--- src/shared/diag_events_params.svh ---
// Constants for the diagnostic event register block.
// Included by the package and the design; definitions only.
`ifndef DIAG_EVENTS_PARAMS_SVH
`define DIAG_EVENTS_PARAMS_SVH
`define EVENT_COUNT 16
`define COUNT_WIDTH 5
// Byte offsets on the register bus
`define OFFSET_STATUS 12'h000
`define OFFSET_ENABLE 12'h004
`define OFFSET_HOLD 12'h008
`define OFFSET_CLEAR 12'h00c
`define OFFSET_ACTIVE_COUNT 12'h010
`define OFFSET_IRQ_STATUS 12'h014
`define OFFSET_IRQ_ENABLE 12'h018
`define OFFSET_IRQ_CLEAR 12'h01c
`define OFFSET_NV_STATUS 12'h020
`define ADDR_DECODE_WIDTH 12
// Reset values: only processor over-temperature enabled, no holding
`define ENABLE_RESET 16'h0001
`define HOLD_RESET 16'h0000
`define CLEAR_KEY 32'h0000_a5a5
// Event bit positions
`define EV_CPU_TEMP 0
`define EV_DP_INIT 1
`define EV_AP_INIT 2
`define EV_VREF 3
`define EV_FLOW_RANGE 4
`define EV_PRESS_RANGE 5
`define EV_TEMP_RANGE 6
`define EV_AOUT_ALARM 7
`define EV_UART_ERR 8
`define EV_MODBUS_ERR 9
`define EV_NVM_ERR 10
`define EV_ZERO_FAIL 11
`define EV_TARE_FAIL 12
`define EV_DP_COUNTS 13
`define EV_AP_COUNTS 14
`define EV_FATAL 15
// Interrupt status bits
`define IRQ_NEW_EVENT 0
`define IRQ_CONFIG_SAVE 1
`define IRQ_CLEARED 2
`define IRQ_WIDTH 3
`endif

--- src/shared/diag_events_pkg.sv ---
// Types shared by the diagnostic event register block.
// Relies on diag_events_params.svh for widths.
`include "diag_events_params.svh"
package diag_events_pkg;
   typedef logic [`EVENT_COUNT-1:0] event_word_t;
   // Raw fault conditions from the measurement side
   typedef struct packed
   {
      logic fatal;
      logic ap_counts_invalid;
      logic dp_counts_invalid;
      logic tare_fail;
      logic zero_fail;
      logic nvm_error;
      logic modbus_error;
      logic uart_error;
      logic analog_output_alarm;
      logic gas_temp_range;
      logic abs_press_range;
      logic flow_range;
      logic vref_range;
      logic absolute_pressure_sensor_init;
      logic differential_pressure_sensor_init;
      logic cpu_over_temp;
   } fault_conditions_t;
   // Request to the nonvolatile store
   typedef struct packed
   {
      logic valid;
      event_word_t enable_word;
      event_word_t hold_word;
   } nv_save_t;
   typedef enum logic [1:0] {BUS_IDLE, BUS_WRITE, BUS_READ} bus_phase_t;
endpackage

--- src/hw/diagnostic_event_register.sv ---
// Sixteen-source diagnostic event register with AHB-Lite slave.
// Assumes fault inputs synchronous to clk and an external nonvolatile
// store that accepts a save request and answers with nv_save_done.
`timescale 1ns/100ps
`default_nettype none
`include "diag_events_params.svh"
module diagnostic_event_register
   import diag_events_pkg::*;
#(
   parameter int EVENTS = `EVENT_COUNT
)
(
   input wire logic clk,
   input wire logic rst,
   input wire logic hsel,
   input wire logic [31:0] haddr,
   input wire logic [1:0] htrans,
   input wire logic hwrite,
   input wire logic [2:0] hsize,
   input wire logic [31:0] hwdata,
   input wire logic hready,
   output logic [31:0] hrdata,
   output logic hreadyout,
   output logic hresp,
   input wire fault_conditions_t faults,
   output nv_save_t nv_save,
   input wire logic nv_save_done,
   output event_word_t diagnostic_events,
   output logic [`COUNT_WIDTH-1:0] active_count,
   output logic irq
);

   // Population count, used for the count register
   function automatic logic [`COUNT_WIDTH-1:0] ones(input event_word_t w);
      logic [`COUNT_WIDTH-1:0] n;
      n = '0;
      for (int i = 0; i < `EVENT_COUNT; i++)
      begin
         n = n + {{(`COUNT_WIDTH-1){1'b0}}, w[i]};
      end
      return n;
   endfunction

   event_word_t status;
   event_word_t enable_word;
   event_word_t hold_word;
   logic [`IRQ_WIDTH-1:0] irq_status;
   logic [`IRQ_WIDTH-1:0] irq_enable;
   logic nv_busy;
   bus_phase_t phase;
   logic [`ADDR_DECODE_WIDTH-1:0] phase_addr;

   // Raw conditions mapped to their event bit positions
   event_word_t raw;
   assign raw[`EV_CPU_TEMP] = faults.cpu_over_temp;
   assign raw[`EV_DP_INIT] = faults.differential_pressure_sensor_init;
   assign raw[`EV_AP_INIT] = faults.absolute_pressure_sensor_init;
   assign raw[`EV_VREF] = faults.vref_range;
   assign raw[`EV_FLOW_RANGE] = faults.flow_range;
   assign raw[`EV_PRESS_RANGE] = faults.abs_press_range;
   assign raw[`EV_TEMP_RANGE] = faults.gas_temp_range;
   assign raw[`EV_AOUT_ALARM] = faults.analog_output_alarm;
   assign raw[`EV_UART_ERR] = faults.uart_error;
   assign raw[`EV_MODBUS_ERR] = faults.modbus_error;
   assign raw[`EV_NVM_ERR] = faults.nvm_error;
   assign raw[`EV_ZERO_FAIL] = faults.zero_fail;
   assign raw[`EV_TARE_FAIL] = faults.tare_fail;
   assign raw[`EV_DP_COUNTS] = faults.dp_counts_invalid;
   assign raw[`EV_AP_COUNTS] = faults.ap_counts_invalid;
   assign raw[`EV_FATAL] = faults.fatal;

   // Bus address phase capture
   wire addr_phase = hsel && hready && htrans[1];
   wire wr_now = (phase == BUS_WRITE);
   wire wr_clear_status = wr_now && (phase_addr == `OFFSET_CLEAR) && (hwdata == `CLEAR_KEY);
   wire wr_enable = wr_now && (phase_addr == `OFFSET_ENABLE);
   wire wr_hold = wr_now && (phase_addr == `OFFSET_HOLD);
   wire wr_irq_enable = wr_now && (phase_addr == `OFFSET_IRQ_ENABLE);
   wire wr_irq_clear = wr_now && (phase_addr == `OFFSET_IRQ_CLEAR);

   // Status update per bit; the clear loses to a live condition, so an
   // event present in the clearing cycle still shows afterwards.
   event_word_t next_status;
   genvar g;
   generate
      for (g = 0; g < EVENTS; g++)
      begin : gen_status
         wire held = hold_word[g] && status[g] && !wr_clear_status;
         assign next_status[g] = enable_word[g] && (raw[g] || held);
      end
   endgenerate

   wire [`COUNT_WIDTH-1:0] next_count = ones(next_status);
   wire new_event = |(next_status & ~status);
   wire config_write = wr_enable || wr_hold;
   wire [`IRQ_WIDTH-1:0] irq_events = {wr_clear_status, nv_save_done, new_event};
   wire [`IRQ_WIDTH-1:0] irq_clear_bits = wr_irq_clear ? hwdata[`IRQ_WIDTH-1:0] : '0;
   wire [`IRQ_WIDTH-1:0] next_irq_status = (irq_status & ~irq_clear_bits) | irq_events;
   wire next_irq = |(next_irq_status & irq_enable);
   event_word_t next_enable;
   event_word_t next_hold;
   assign next_enable = wr_enable ? hwdata[`EVENT_COUNT-1:0] : enable_word;
   assign next_hold = wr_hold ? hwdata[`EVENT_COUNT-1:0] : hold_word;

   // Read mux, selected in the address phase and registered
   wire [`ADDR_DECODE_WIDTH-1:0] rd_addr = haddr[`ADDR_DECODE_WIDTH-1:0];
   logic [31:0] rd_value;
   always_comb
   begin
      case (rd_addr)
         `OFFSET_STATUS: rd_value = {16'h0000, status};
         `OFFSET_ENABLE: rd_value = {16'h0000, enable_word};
         `OFFSET_HOLD: rd_value = {16'h0000, hold_word};
         `OFFSET_ACTIVE_COUNT: rd_value = {27'h0000000, active_count};
         `OFFSET_IRQ_STATUS: rd_value = {29'h00000000, irq_status};
         `OFFSET_IRQ_ENABLE: rd_value = {29'h00000000, irq_enable};
         `OFFSET_NV_STATUS: rd_value = {31'h00000000, nv_busy};
         default: rd_value = 32'h0000_0000;
      endcase
   end

   always_ff @(posedge clk)
   begin
      if (rst)
      begin
         phase <= BUS_IDLE;
         phase_addr <= '0;
         hrdata <= 32'h0000_0000;
      end
      else
      begin
         if (addr_phase)
         begin
            phase <= hwrite ? BUS_WRITE : BUS_READ;
            phase_addr <= rd_addr;
         end
         else
         begin
            phase <= BUS_IDLE;
         end
         hrdata <= (addr_phase && !hwrite) ? rd_value : 32'h0000_0000;
      end
   end

   // Zero wait states, always OKAY
   always_ff @(posedge clk)
   begin
      if (rst)
      begin
         hreadyout <= 1'b1;
         hresp <= 1'b0;
      end
      else
      begin
         hreadyout <= 1'b1;
         hresp <= 1'b0;
      end
   end

   // Volatile status: lost on every reset
   always_ff @(posedge clk)
   begin
      if (rst)
      begin
         status <= '0;
         active_count <= '0;
         diagnostic_events <= '0;
      end
      else
      begin
         status <= next_status;
         active_count <= next_count;
         diagnostic_events <= next_status;
      end
   end

   always_ff @(posedge clk)
   begin
      if (rst)
      begin
         enable_word <= `ENABLE_RESET;
         hold_word <= `HOLD_RESET;
      end
      else
      begin
         enable_word <= next_enable;
         hold_word <= next_hold;
      end
   end

   // Save request carries the words as they stand after the write;
   // a write while busy restarts the request with the newer words.
   always_ff @(posedge clk)
   begin
      if (rst)
      begin
         nv_save <= '0;
         nv_busy <= 1'b0;
      end
      else
      begin
         nv_save.valid <= config_write;
         if (config_write)
         begin
            nv_save.enable_word <= next_enable;
            nv_save.hold_word <= next_hold;
         end
         nv_busy <= config_write || (nv_busy && !nv_save_done);
      end
   end

   always_ff @(posedge clk)
   begin
      if (rst)
      begin
         irq_status <= '0;
         irq_enable <= '0;
         irq <= 1'b0;
      end
      else
      begin
         irq_status <= next_irq_status;
         if (wr_irq_enable)
         begin
            irq_enable <= hwdata[`IRQ_WIDTH-1:0];
         end
         irq <= next_irq;
      end
   end

endmodule // diagnostic_event_register
`default_nettype wire

--- config.mk ---
export PLATFORM = sky130hd
export DESIGN_NAME = diagnostic_event_register
export DESIGN_NICKNAME = d
export VERILOG_FILES = /design/src/shared/diag_events_pkg.sv /design/src/hw/diagnostic_event_register.sv
export VERILOG_INCLUDE_DIRS = /design/src /design/src/shared
export SDC_FILE = /design/constraint.sdc
export NUM_CORES = 1
export LEC_CHECK = 0
export ABC_AREA = 1
export BUFFER_PORTS_ARGS = -buffer_cell sky130_fd_sc_hd__buf_4
export CORE_ASPECT_RATIO = 0.6
export CORE_MARGIN = 2
export CORE_UTILIZATION = 51
export DETAILED_ROUTE_END_ITERATION = 8
export PLACE_DENSITY = 0.8
export REMOVE_ABC_BUFFERS = 1
export SYNTH_ARGS = -nofsm -noshare
export SYNTH_HDL_FRONTEND = slang
export SYNTH_SLANG_ARGS = --single-unit
--- constraint.sdc ---
create_clock -name clk -period 5.3 [get_ports clk]
set_input_delay 0.265 -clock clk [delete_from_list [all_inputs] [get_ports clk]]
set_output_delay 0.265 -clock clk [all_outputs]
set_load 0.01 [all_outputs]
After elaboration in Yosys (flattened, before gate mapping):

Index checks and enable logic that the tools add are counted.

* flip-flop bits (word level): 140
* input bits: 91
* output and inout bits: 89

* bitwise logic cells: 8
* eq/ne operators: 13
* $add $sub $neg: 15
* reduce and logical (&&, ||, !) cells: 84
* muxes and demuxes: 5

Operators with widths (count)
* one-hot mux 16 bit (7 select lines): 1
* == test 12 x 5 -> 1 bit (second input constant): 5
* logical AND 1 bit: 58
* adder 5 x 1 -> 5 bit: 11
* == test 12 x 4 -> 1 bit (second input constant): 3
* == test 32 x 16 -> 1 bit (second input constant): 1
* 2-to-1 mux 16 bit: 2
* == test 12 x 3 -> 1 bit (second input constant): 2
* logical OR 1 bit: 18
* bitwise AND 16 bit: 1
* inverter 16 bit: 1
* OR reduction 16 bit: 1
* == test 12 x 6 -> 1 bit (second input constant): 1
* zero test 12 bit: 1
* bitwise AND 3 bit: 2
* adder 4 x 1 -> 5 bit: 1
* adder 3 x 1 -> 4 bit: 1
* OR reduction 2 bit: 2
* adder 2 x 1 -> 3 bit: 1
* zero test 1 bit: 3
* 2-to-1 mux 3 bit: 1
* inverter 3 bit: 1
* bitwise OR 3 bit: 1
* OR reduction 3 bit: 1
* 4 further kinds: 5

Longest topological paths before layout:

Gate-level depths: netlist of the first run.

* word-level depth: 22
* mapped depth: 25
* depth with buffers taken out: 24

Worst setup path before layout of the first run:

OpenSTA, ideal clock, no wires.

* path type: reg2reg
* from: register phase_addr[6]
* to: register active_count[2]
* required time: 5.230 ns
* arrival time: 4.076 ns
* buffers on the path: 1
* cell stages (with the launch flop): 24
* setup slack: 1.154 ns
* clock period less this slack: 4.146 ns
* setup time: 0.070 ns
* path through: dfxtp_1 nor2_1 nand2_1 nor2_1 nand2_1 nor2_1 nand2_2 buf_6 nand3_1 nand2_1 nand2_1 inv_1 fa_1 inv_1 fa_1 fa_1 inv_1 fa_1 ha_1 inv_1 fa_1 inv_1 o21ai_0 a21oi_1

RTL lines
* start: declaration: line diagnostic_event_register.sv:51 `` logic [`ADDR_DECODE_WIDTH-1:0] phase_addr; ``
* start signal: assignment: line diagnostic_event_register.sv:135 `phase_addr <= rd_addr;`
* == test 12 x 4 -> 1 bit (no line)
* logical AND 1 bit (2 in series): line diagnostic_event_register.sv:75 `` wire wr_clear_status = wr_now && (phase_addr == `OFFSET_CLEAR) && (hwdata == `CLEAR_KEY); ``
* zero test 1 bit: line diagnostic_event_register.sv:88 `wire held = hold_word[g] && status[g] && !wr_clear_status;`
* logical AND 1 bit: line diagnostic_event_register.sv:88
* logical OR 1 bit: line diagnostic_event_register.sv:89 `assign next_status[g] = enable_word[g] && (raw[g] || held);`
* logical AND 1 bit: line diagnostic_event_register.sv:89
* named net next_status[7]: line diagnostic_event_register.sv:83 `event_word_t next_status;`
* adder 5 x 1 -> 5 bit (9 in series): line diagnostic_event_register.sv:39 `` n = n + {{(`COUNT_WIDTH-1){1'b0}}, w[i]}; ``
* end signal: assignment: line diagnostic_event_register.sv:172 `active_count <= next_count;`
* end: declaration: line diagnostic_event_register.sv:29 `` output logic [`COUNT_WIDTH-1:0] active_count, ``

The timed path passes the listed nets, and every way through them passes these cells.
A chain may end at the register's enable or synchronous reset.

Worst setup path in the final report of the first run:

* from: register phase_addr[6]
* to: register active_count[2]

RTL lines (line)
* == test 12 x 4 -> 1 bit (no line)
* logical AND 1 bit (2 in series): diagnostic_event_register.sv:75
* zero test 1 bit: diagnostic_event_register.sv:88
* logical AND 1 bit: diagnostic_event_register.sv:88
* logical OR 1 bit: diagnostic_event_register.sv:89
* logical AND 1 bit: diagnostic_event_register.sv:89
* named net next_status[15]: diagnostic_event_register.sv:83
* adder 5 x 1 -> 5 bit: diagnostic_event_register.sv:39

The timed path passes the listed nets, and every way through them passes these cells.

==> results of run 1 <==
[path summary, 6_finish.rpt]
path                                endpoint  cells after the start  slack, ns                  startpoint
setup / recovery  active_count[2]$_SDFF_PP0_                     22       0.64  phase_addr[6]$_SDFFE_PP0P_
hold / removal           phase[1]$_SDFF_PP0_                      2       0.05                      hwrite
hold reg to reg   phase_addr[5]$_SDFFE_PP0P_                      2       0.46  phase_addr[5]$_SDFFE_PP0P_
setup reg to reg  active_count[2]$_SDFF_PP0_                     22       0.64  phase_addr[6]$_SDFFE_PP0P_
[cell usage in the layout (no fill, tap or decap), types with 2 or more instances in the layout]
cell / count
a21oi_1: 78
a221oi_1: 5
a31oi_1: 2
buf_4: 140
bufinv_16: 3
clkbuf_1: 4
clkbuf_16: 17
clkbuf_8: 4
clkinv_2: 4
conb_1: 18
dfxtp_1: 124
fa_1: 10
ha_1: 5
inv_1: 100
inv_2: 5
mux2i_1: 16
nand2_1: 98
nand2_2: 4
nand3_1: 38
nand3_2: 2
nor2_1: 118
nor2_2: 3
nor3_1: 5
nor4_1: 2
o21ai_0: 50
o22ai_1: 9
[routing by layer]
layer  vias to the layer above  global-route usage  part of all wire
met5                         -                   0                 0
met2                       217               0.396              0.42
met4                         0              0.0863             0.014
met3                        21              0.0852             0.097
li1                       2597                   -                 -
met1                      2361               0.370              0.47
[sequential cells by signal, indices dropped and copies added (netlist names), 5 cells and up]
signal        flops
nv_save          33
enable_word      16
hold_word        16
hrdata           16
status           16
phase_addr       12
active_count      5
[cell families after synthesis]
kind of cell	count (synthesis)	share of synthesized area
AO/OA/AOI/OAI	149	0.142
adder cells (fa/ha/maj)	15	0.0470
multiplexers	16	0.0286
other	2	0.00134
AND/OR/NAND/NOR	281	0.218
flip-flops	124	0.444
buffers and inverters	153	0.120
[area by class of cell]
class / instances / share of cell area
Sequential cell: 124 / 0.344
Tap cell: 139 / 0.0241
Multi-Input combinational cell: 479 / 0.347
Timing Repair Buffer: 140 / 0.146
Clock buffer: 25 / 0.0687
Clock inverter: 7 / 0.0153
Inverter: 106 / 0.0552
[report_power, final]
part           leakage, nW  internal [mW]  switching, mW
Sequential            1.00          0.941        0.00437
Clock                0.301          0.786          0.396
Combinational         2.16         0.0502         0.0661
Total                 3.46           1.78          0.467
==> metrics, run 1 <==
GRT Util Overall 0.266; Via Count 5196; die area 11800 um^2; most numerous cell in the Yosys netlist dfxtp_1; synth unique cells roughly 40; status completed; delay-heaviest family, CP adder cells; CTS buffer count 17; per-cell routed wire length between 10 and 15 um; Final Max Slew Viols 0; Layout Nets a little under 1k; Pleak 3.46 nW; number of synthesized flops with an enable pin 0; fraction of registers with async set/reset 0; number of diodes 0; Crit Path Max Fanout 17; clk_lat worst skew between 0.4 and 0.5 ns; initial core utilization 0.526; Congestion Overflow GR 0; MaxCap Viol Count 0; CTS tree yes; area post-placement 6610 um^2; CTS HTree Levels 4; crit end category register; Max-slew headroom 0.327; PwrDens 311 nW/um^2; WP data arrival roughly 5 ns; Seq/Total Area, Yosys 0.444; # fillers between 800 and 900; 1st-pass router iterations 5; area grow syn2layout 29.0%; Final Critical Period roughly 4.7 ns; Hold Crit Class primary input to register; post-route insts no fill 1020; cell row count 29; port bufs 137; count of final setup violators 0; Worst Hold Slack around 0.048 ns; Synth area leader dfxtp_1; final hold vios 0; worst-path cell chain nor2_1, nand2_1, nor2_1, nand2_1, nor2_1, nand2_2, nand3_1, nand2_1, nand2_1, inv_1, fa_1, fa_1, inv_1, fa_1, inv_1, fa_1, ha_1, inv_1, fa_1, inv_1, o21ai_0, a21oi_1; Fmax around 210 MHz; CP Buf/Inv Count 5; Top FF cell, synth dfxtp_1; Routed WL about 15000 um; skew final ~0.0082 ns; largest cells by area after synthesis dfxtp_1 (44%), nor2_1 (7.9%), a21oi_1 (7.0%), inv_1 (6.7%), nand2_1 (6.6%); vias per cell between 5 and 6; CTS sink cnt 124; Post-DP HPWL around 11000 um; layout cell share with drive strength beyond 1 0.213; antenna violations before repair 0; area of the multi-input gates about 2500 um^2; Final Util 0.678; largest net degree at the start of global routing 66; IO Pins between 150 and 200; max incr delay on CP between 0.5 and 0.6 ns; critical path type register to register; Post-CTS Setup Inserts 0; critical path's slowest cell fa_1; Place WS 0.631 ns; vias in the first global route 4780; sequential cell area about 2500 um^2; setup ws final between 0.6 and 0.7 ns; CTS root buf clkbuf_16; antenna violation net count after detailed routing 0; RSZ-0062 raised after global routing false; DR iter-0 viols approximately 430; placed cell count slightly below 1k; placer congestion estimate around 0.9; first-pass GRT wire length roughly 25000 um; Post-Syn Area 5590 um^2; Syn Area/Cell around 7.6 um^2; Die W 139 um; top cells by count, synth dfxtp_1 (124), nor2_1 (118), inv_1 (100); Req. time, crit path 5.64 ns; final instance area ~7200 um^2; final worst-path cycle share 0.880; Post-Synthesis Cells 740; Worst Tran Pin Value about 1.0 ns; hold_buf cts 0; chip height around 85 um; Yosys top cell area share 0.444; core area around 11000 um^2; VDD IR max ~0.26 mV; register bit total from synthesis roughly 120; DRC viols 0; Yosys warning count 0; kind of start point of the critical path register; clk slew on worst S/H paths around 0.050 ns; post-route setup TNS 0 ns; Power, Total between 2 and 2.5 mW; clk buf depth 2; CTS resizes 0
(Power assumes the default switching activity.)
==> run 2: changes to the inputs <==
--- a/config.mk
+++ b/config.mk
@@ -7,12 +7,12 @@
 export NUM_CORES = 1
 export LEC_CHECK = 0
 export ABC_AREA = 1
-export BUFFER_PORTS_ARGS = -buffer_cell sky130_fd_sc_hd__buf_4
+export BUFFER_PORTS_ARGS = -buffer_cell sky130_fd_sc_hd__clkbuf_2
 export CORE_ASPECT_RATIO = 0.6
 export CORE_MARGIN = 2
-export CORE_UTILIZATION = 51
+export CORE_UTILIZATION = 46
 export DETAILED_ROUTE_END_ITERATION = 8
-export PLACE_DENSITY = 0.8
+export PLACE_DENSITY = 0.76
 export REMOVE_ABC_BUFFERS = 1
 export SYNTH_ARGS = -nofsm -noshare
 export SYNTH_HDL_FRONTEND = slang
==> constraint.sdc (replaced) <==
create_clock -name clk -period 4.2 [get_ports clk]
set_input_delay 0.21 -clock clk [delete_from_list [all_inputs] [get_ports clk]]
set_output_delay 0.21 -clock clk [all_outputs]
set_load 0.01 [all_outputs]
==> metrics, run 2 (synthesis results as in run 1) <==
Final Util 0.646 (was 0.678); CTS root buf clkbuf_16 (unchanged); layout cell share with drive strength beyond 1 0.340 (was 0.213); worst r2r path cells 21 (was 22); vias per cell 4.98 (was 5.09); MaxCap Viol Count 0 (unchanged); first-pass GRT wire length 26600 um (was 24600 um); sequential cell area 2490 um^2 (was 2480 um^2); die area 13100 um^2 (was 11800 um^2); commonest non-fill, non-tap cell in the layout clkbuf_2 (was buf_4); clk slew on worst S/H paths 0.05 ns (about the same); final worst-path cycle share 1.06 (was 0.880); 1st-pass router iterations 5 (unchanged); Layout Nets 1054 (was 974); max reg flops 33 (unchanged); kind of start point of the critical path register (unchanged); PwrDens 388 nW/um^2 (was 311 nW/um^2); clk buf depth 2 (unchanged); Die W 146 um (was 139 um); Congestion Overflow GR 0 (unchanged); vias in the first global route 5076 (was 4780); setup ws final -0.233 ns (was 0.637 ns); number of diodes 0 (unchanged); chip height 89.4 um (was 85.1 um); port bufs 137 (unchanged); VDD IR max 0.281 mV (was 0.264 mV); Place WS -0.333 ns (was 0.631 ns); core area 11900 um^2 (was 10600 um^2); # fillers 1017 (was 881); placer congestion estimate 0.874 (was 0.915); placed cell count 1051 (was 988); Fmax 226 MHz (was 214 MHz); Via Count 5607 (was 5196); reg2reg end active_count[3]$_SDFF_PP0_ (was active_count[2]$_SDFF_PP0_); RSZ-0062 raised after global routing true (was false); count of final setup violators 4 (was 0); crit path launch phase_addr[11]$_SDFFE_PP0P_ (was phase_addr[6]$_SDFFE_PP0P_); critical path type register to register (unchanged); failing checks setup timing; crit end category register (unchanged); Worst Setup EP active_count[3]$_SDFF_PP0_ (was active_count[2]$_SDFF_PP0_); cell row count 31 (was 29); status complete, but fails checks (was completed); most frequent cells in the layout clkbuf_2 (137), dfxtp_1 (115), nor2_1 (107) (was buf_4 (140), dfxtp_1 (124), nor2_1 (118)); Req. time, crit path 4.54 ns (was 5.64 ns); Routed WL 17400 um (was 15300 um); DRC viols 0 (unchanged); Post-DP HPWL 11300 um (was 10700 um); antenna violations before repair 0 (unchanged); reg2reg start phase_addr[11]$_SDFFE_PP0P_ (was phase_addr[6]$_SDFFE_PP0P_); antenna violation net count after detailed routing 0 (unchanged); per-cell routed wire length 15.5 um (was 15.0 um); Reg with most FFs nv_save (unchanged); WP data arrival 4.77 ns (was 5.01 ns); post-route insts no fill 1126 (was 1020); CTS buffer count 17 (unchanged); clk_lat worst skew 0.42 ns (about the same); Crit Path Max Fanout 7 (was 17); Final Critical Period 4.43 ns (was 4.66 ns); CTS sink cnt 124 (unchanged); area grow syn2layout 38.0% (was 29.0%); DR iter-0 viols 510 (was 425); CTS tree yes (unchanged); area of the multi-input gates 2650 um^2 (was 2500 um^2); GRT Util Overall 0.267 (was 0.266); IO Pins 180 (unchanged); Max-slew headroom 0.189 (was 0.327); Final Max Slew Viols 0 (unchanged); skew final 0.00978 ns (was 0.00819 ns); Worst Tran Pin Value 1.21 ns (was 1.01 ns); initial core utilization 0.468 (was 0.526); Pleak 3.77 nW (was 3.46 nW); hold_buf cts 0 (unchanged); largest net degree at the start of global routing 66 (unchanged); Worst R2R Setup Slack -0.23 ns (was 0.64 ns); final hold vios 0 (unchanged); Hold Crit Class primary input to register (unchanged); CTS HTree Levels 4 (unchanged)
-- run 2: changes by cell type in the layout (fill, tap and decap cells not counted), sizes merged --
cell    before  now
buf        140   82
bufinv       3    5
clkbuf      25  163
clkinv       5    2
nand2      102  103
-- run 2: final cells by class --
cell class,count,area share
timing repair buffer,219,0.170
sequential,124,0.323
multi-input combinational,480,0.344
clock buffer,26,0.0647
clock inverter,6,0.0201
tap,165,0.0268
inverter,106,0.0516
-- run 2: worst min path at each step --
stage                                       to   start  depth (start not counted)  slack, ns
global route               phase[1]$_SDFF_PP0_  hwrite                          2       0.02
floorplan           active_count[1]$_SDFF_PP0_     rst                          1       0.28
detailed placement         phase[1]$_SDFF_PP0_  hwrite                          2       0.45
CTS                        phase[1]$_SDFF_PP0_  hwrite                          2       0.02
finish                     phase[1]$_SDFF_PP0_  hwrite                          2       0.01
global placement           phase[1]$_SDFF_PP0_  hwrite                          2       0.44
-- run 2: what timing repair did --
action,4_1_cts,5_1_grt
pin swaps,8,20
buffers inserted,34,13
gates resized for setup,32,40
cloned,1,0
endpoints found under the setup margin,4,5
-- run 2: power breakdown --
group	switching, mW	total [mW]	internal [mW]
clock	0.520	1.64	1.12
sequential	0.00656	1.19	1.19
combinational	0.0965	0.167	0.0702
-- run 2: metrics by stage --
stage	TNS [ns]	power [mW]	hold WS, ns	cell area (um^2)
global route	-1.50	3.07	0.0234	7720
finish	-0.877	3.00	0.0109	7720
CTS	-0.589	2.98	0.0202	7570
global placement	-0.797	1.36	0.443	6580
detailed placement	-1.13	1.36	0.448	6580
floorplan	0	1.27	0.277	5380
-- run 2: critical path, cell delays in order (launching register included) --
cell     delay [ns]
dfxtp_2        0.32
nor2_2         0.12
nand2_2        0.09
nor2_2         0.15
nand2_2        0.09
nor2_4         0.20
nand2_4        0.15
nand2_2        0.10
nand2_2        0.05
nand2_2        0.08
inv_2          0.04
fa_1           0.48
fa_1           0.53
inv_2          0.04
fa_2           0.35
fa_1           0.57
inv_1          0.06
ha_1           0.28
a21o_1         0.20
a21oi_2        0.17
o21ai_1        0.08
a21oi_1        0.18
-- run 2: routing by layer --
layer / track usage / vias up / part of all wire
li1: - / 2751 / -
met1: 0.379 / 2558 / 0.46
met2: 0.397 / 273 / 0.42
met3: 0.0704 / 25 / 0.11
met4: 0.0891 / 0 / 0.012
met5: 0 / - / 0
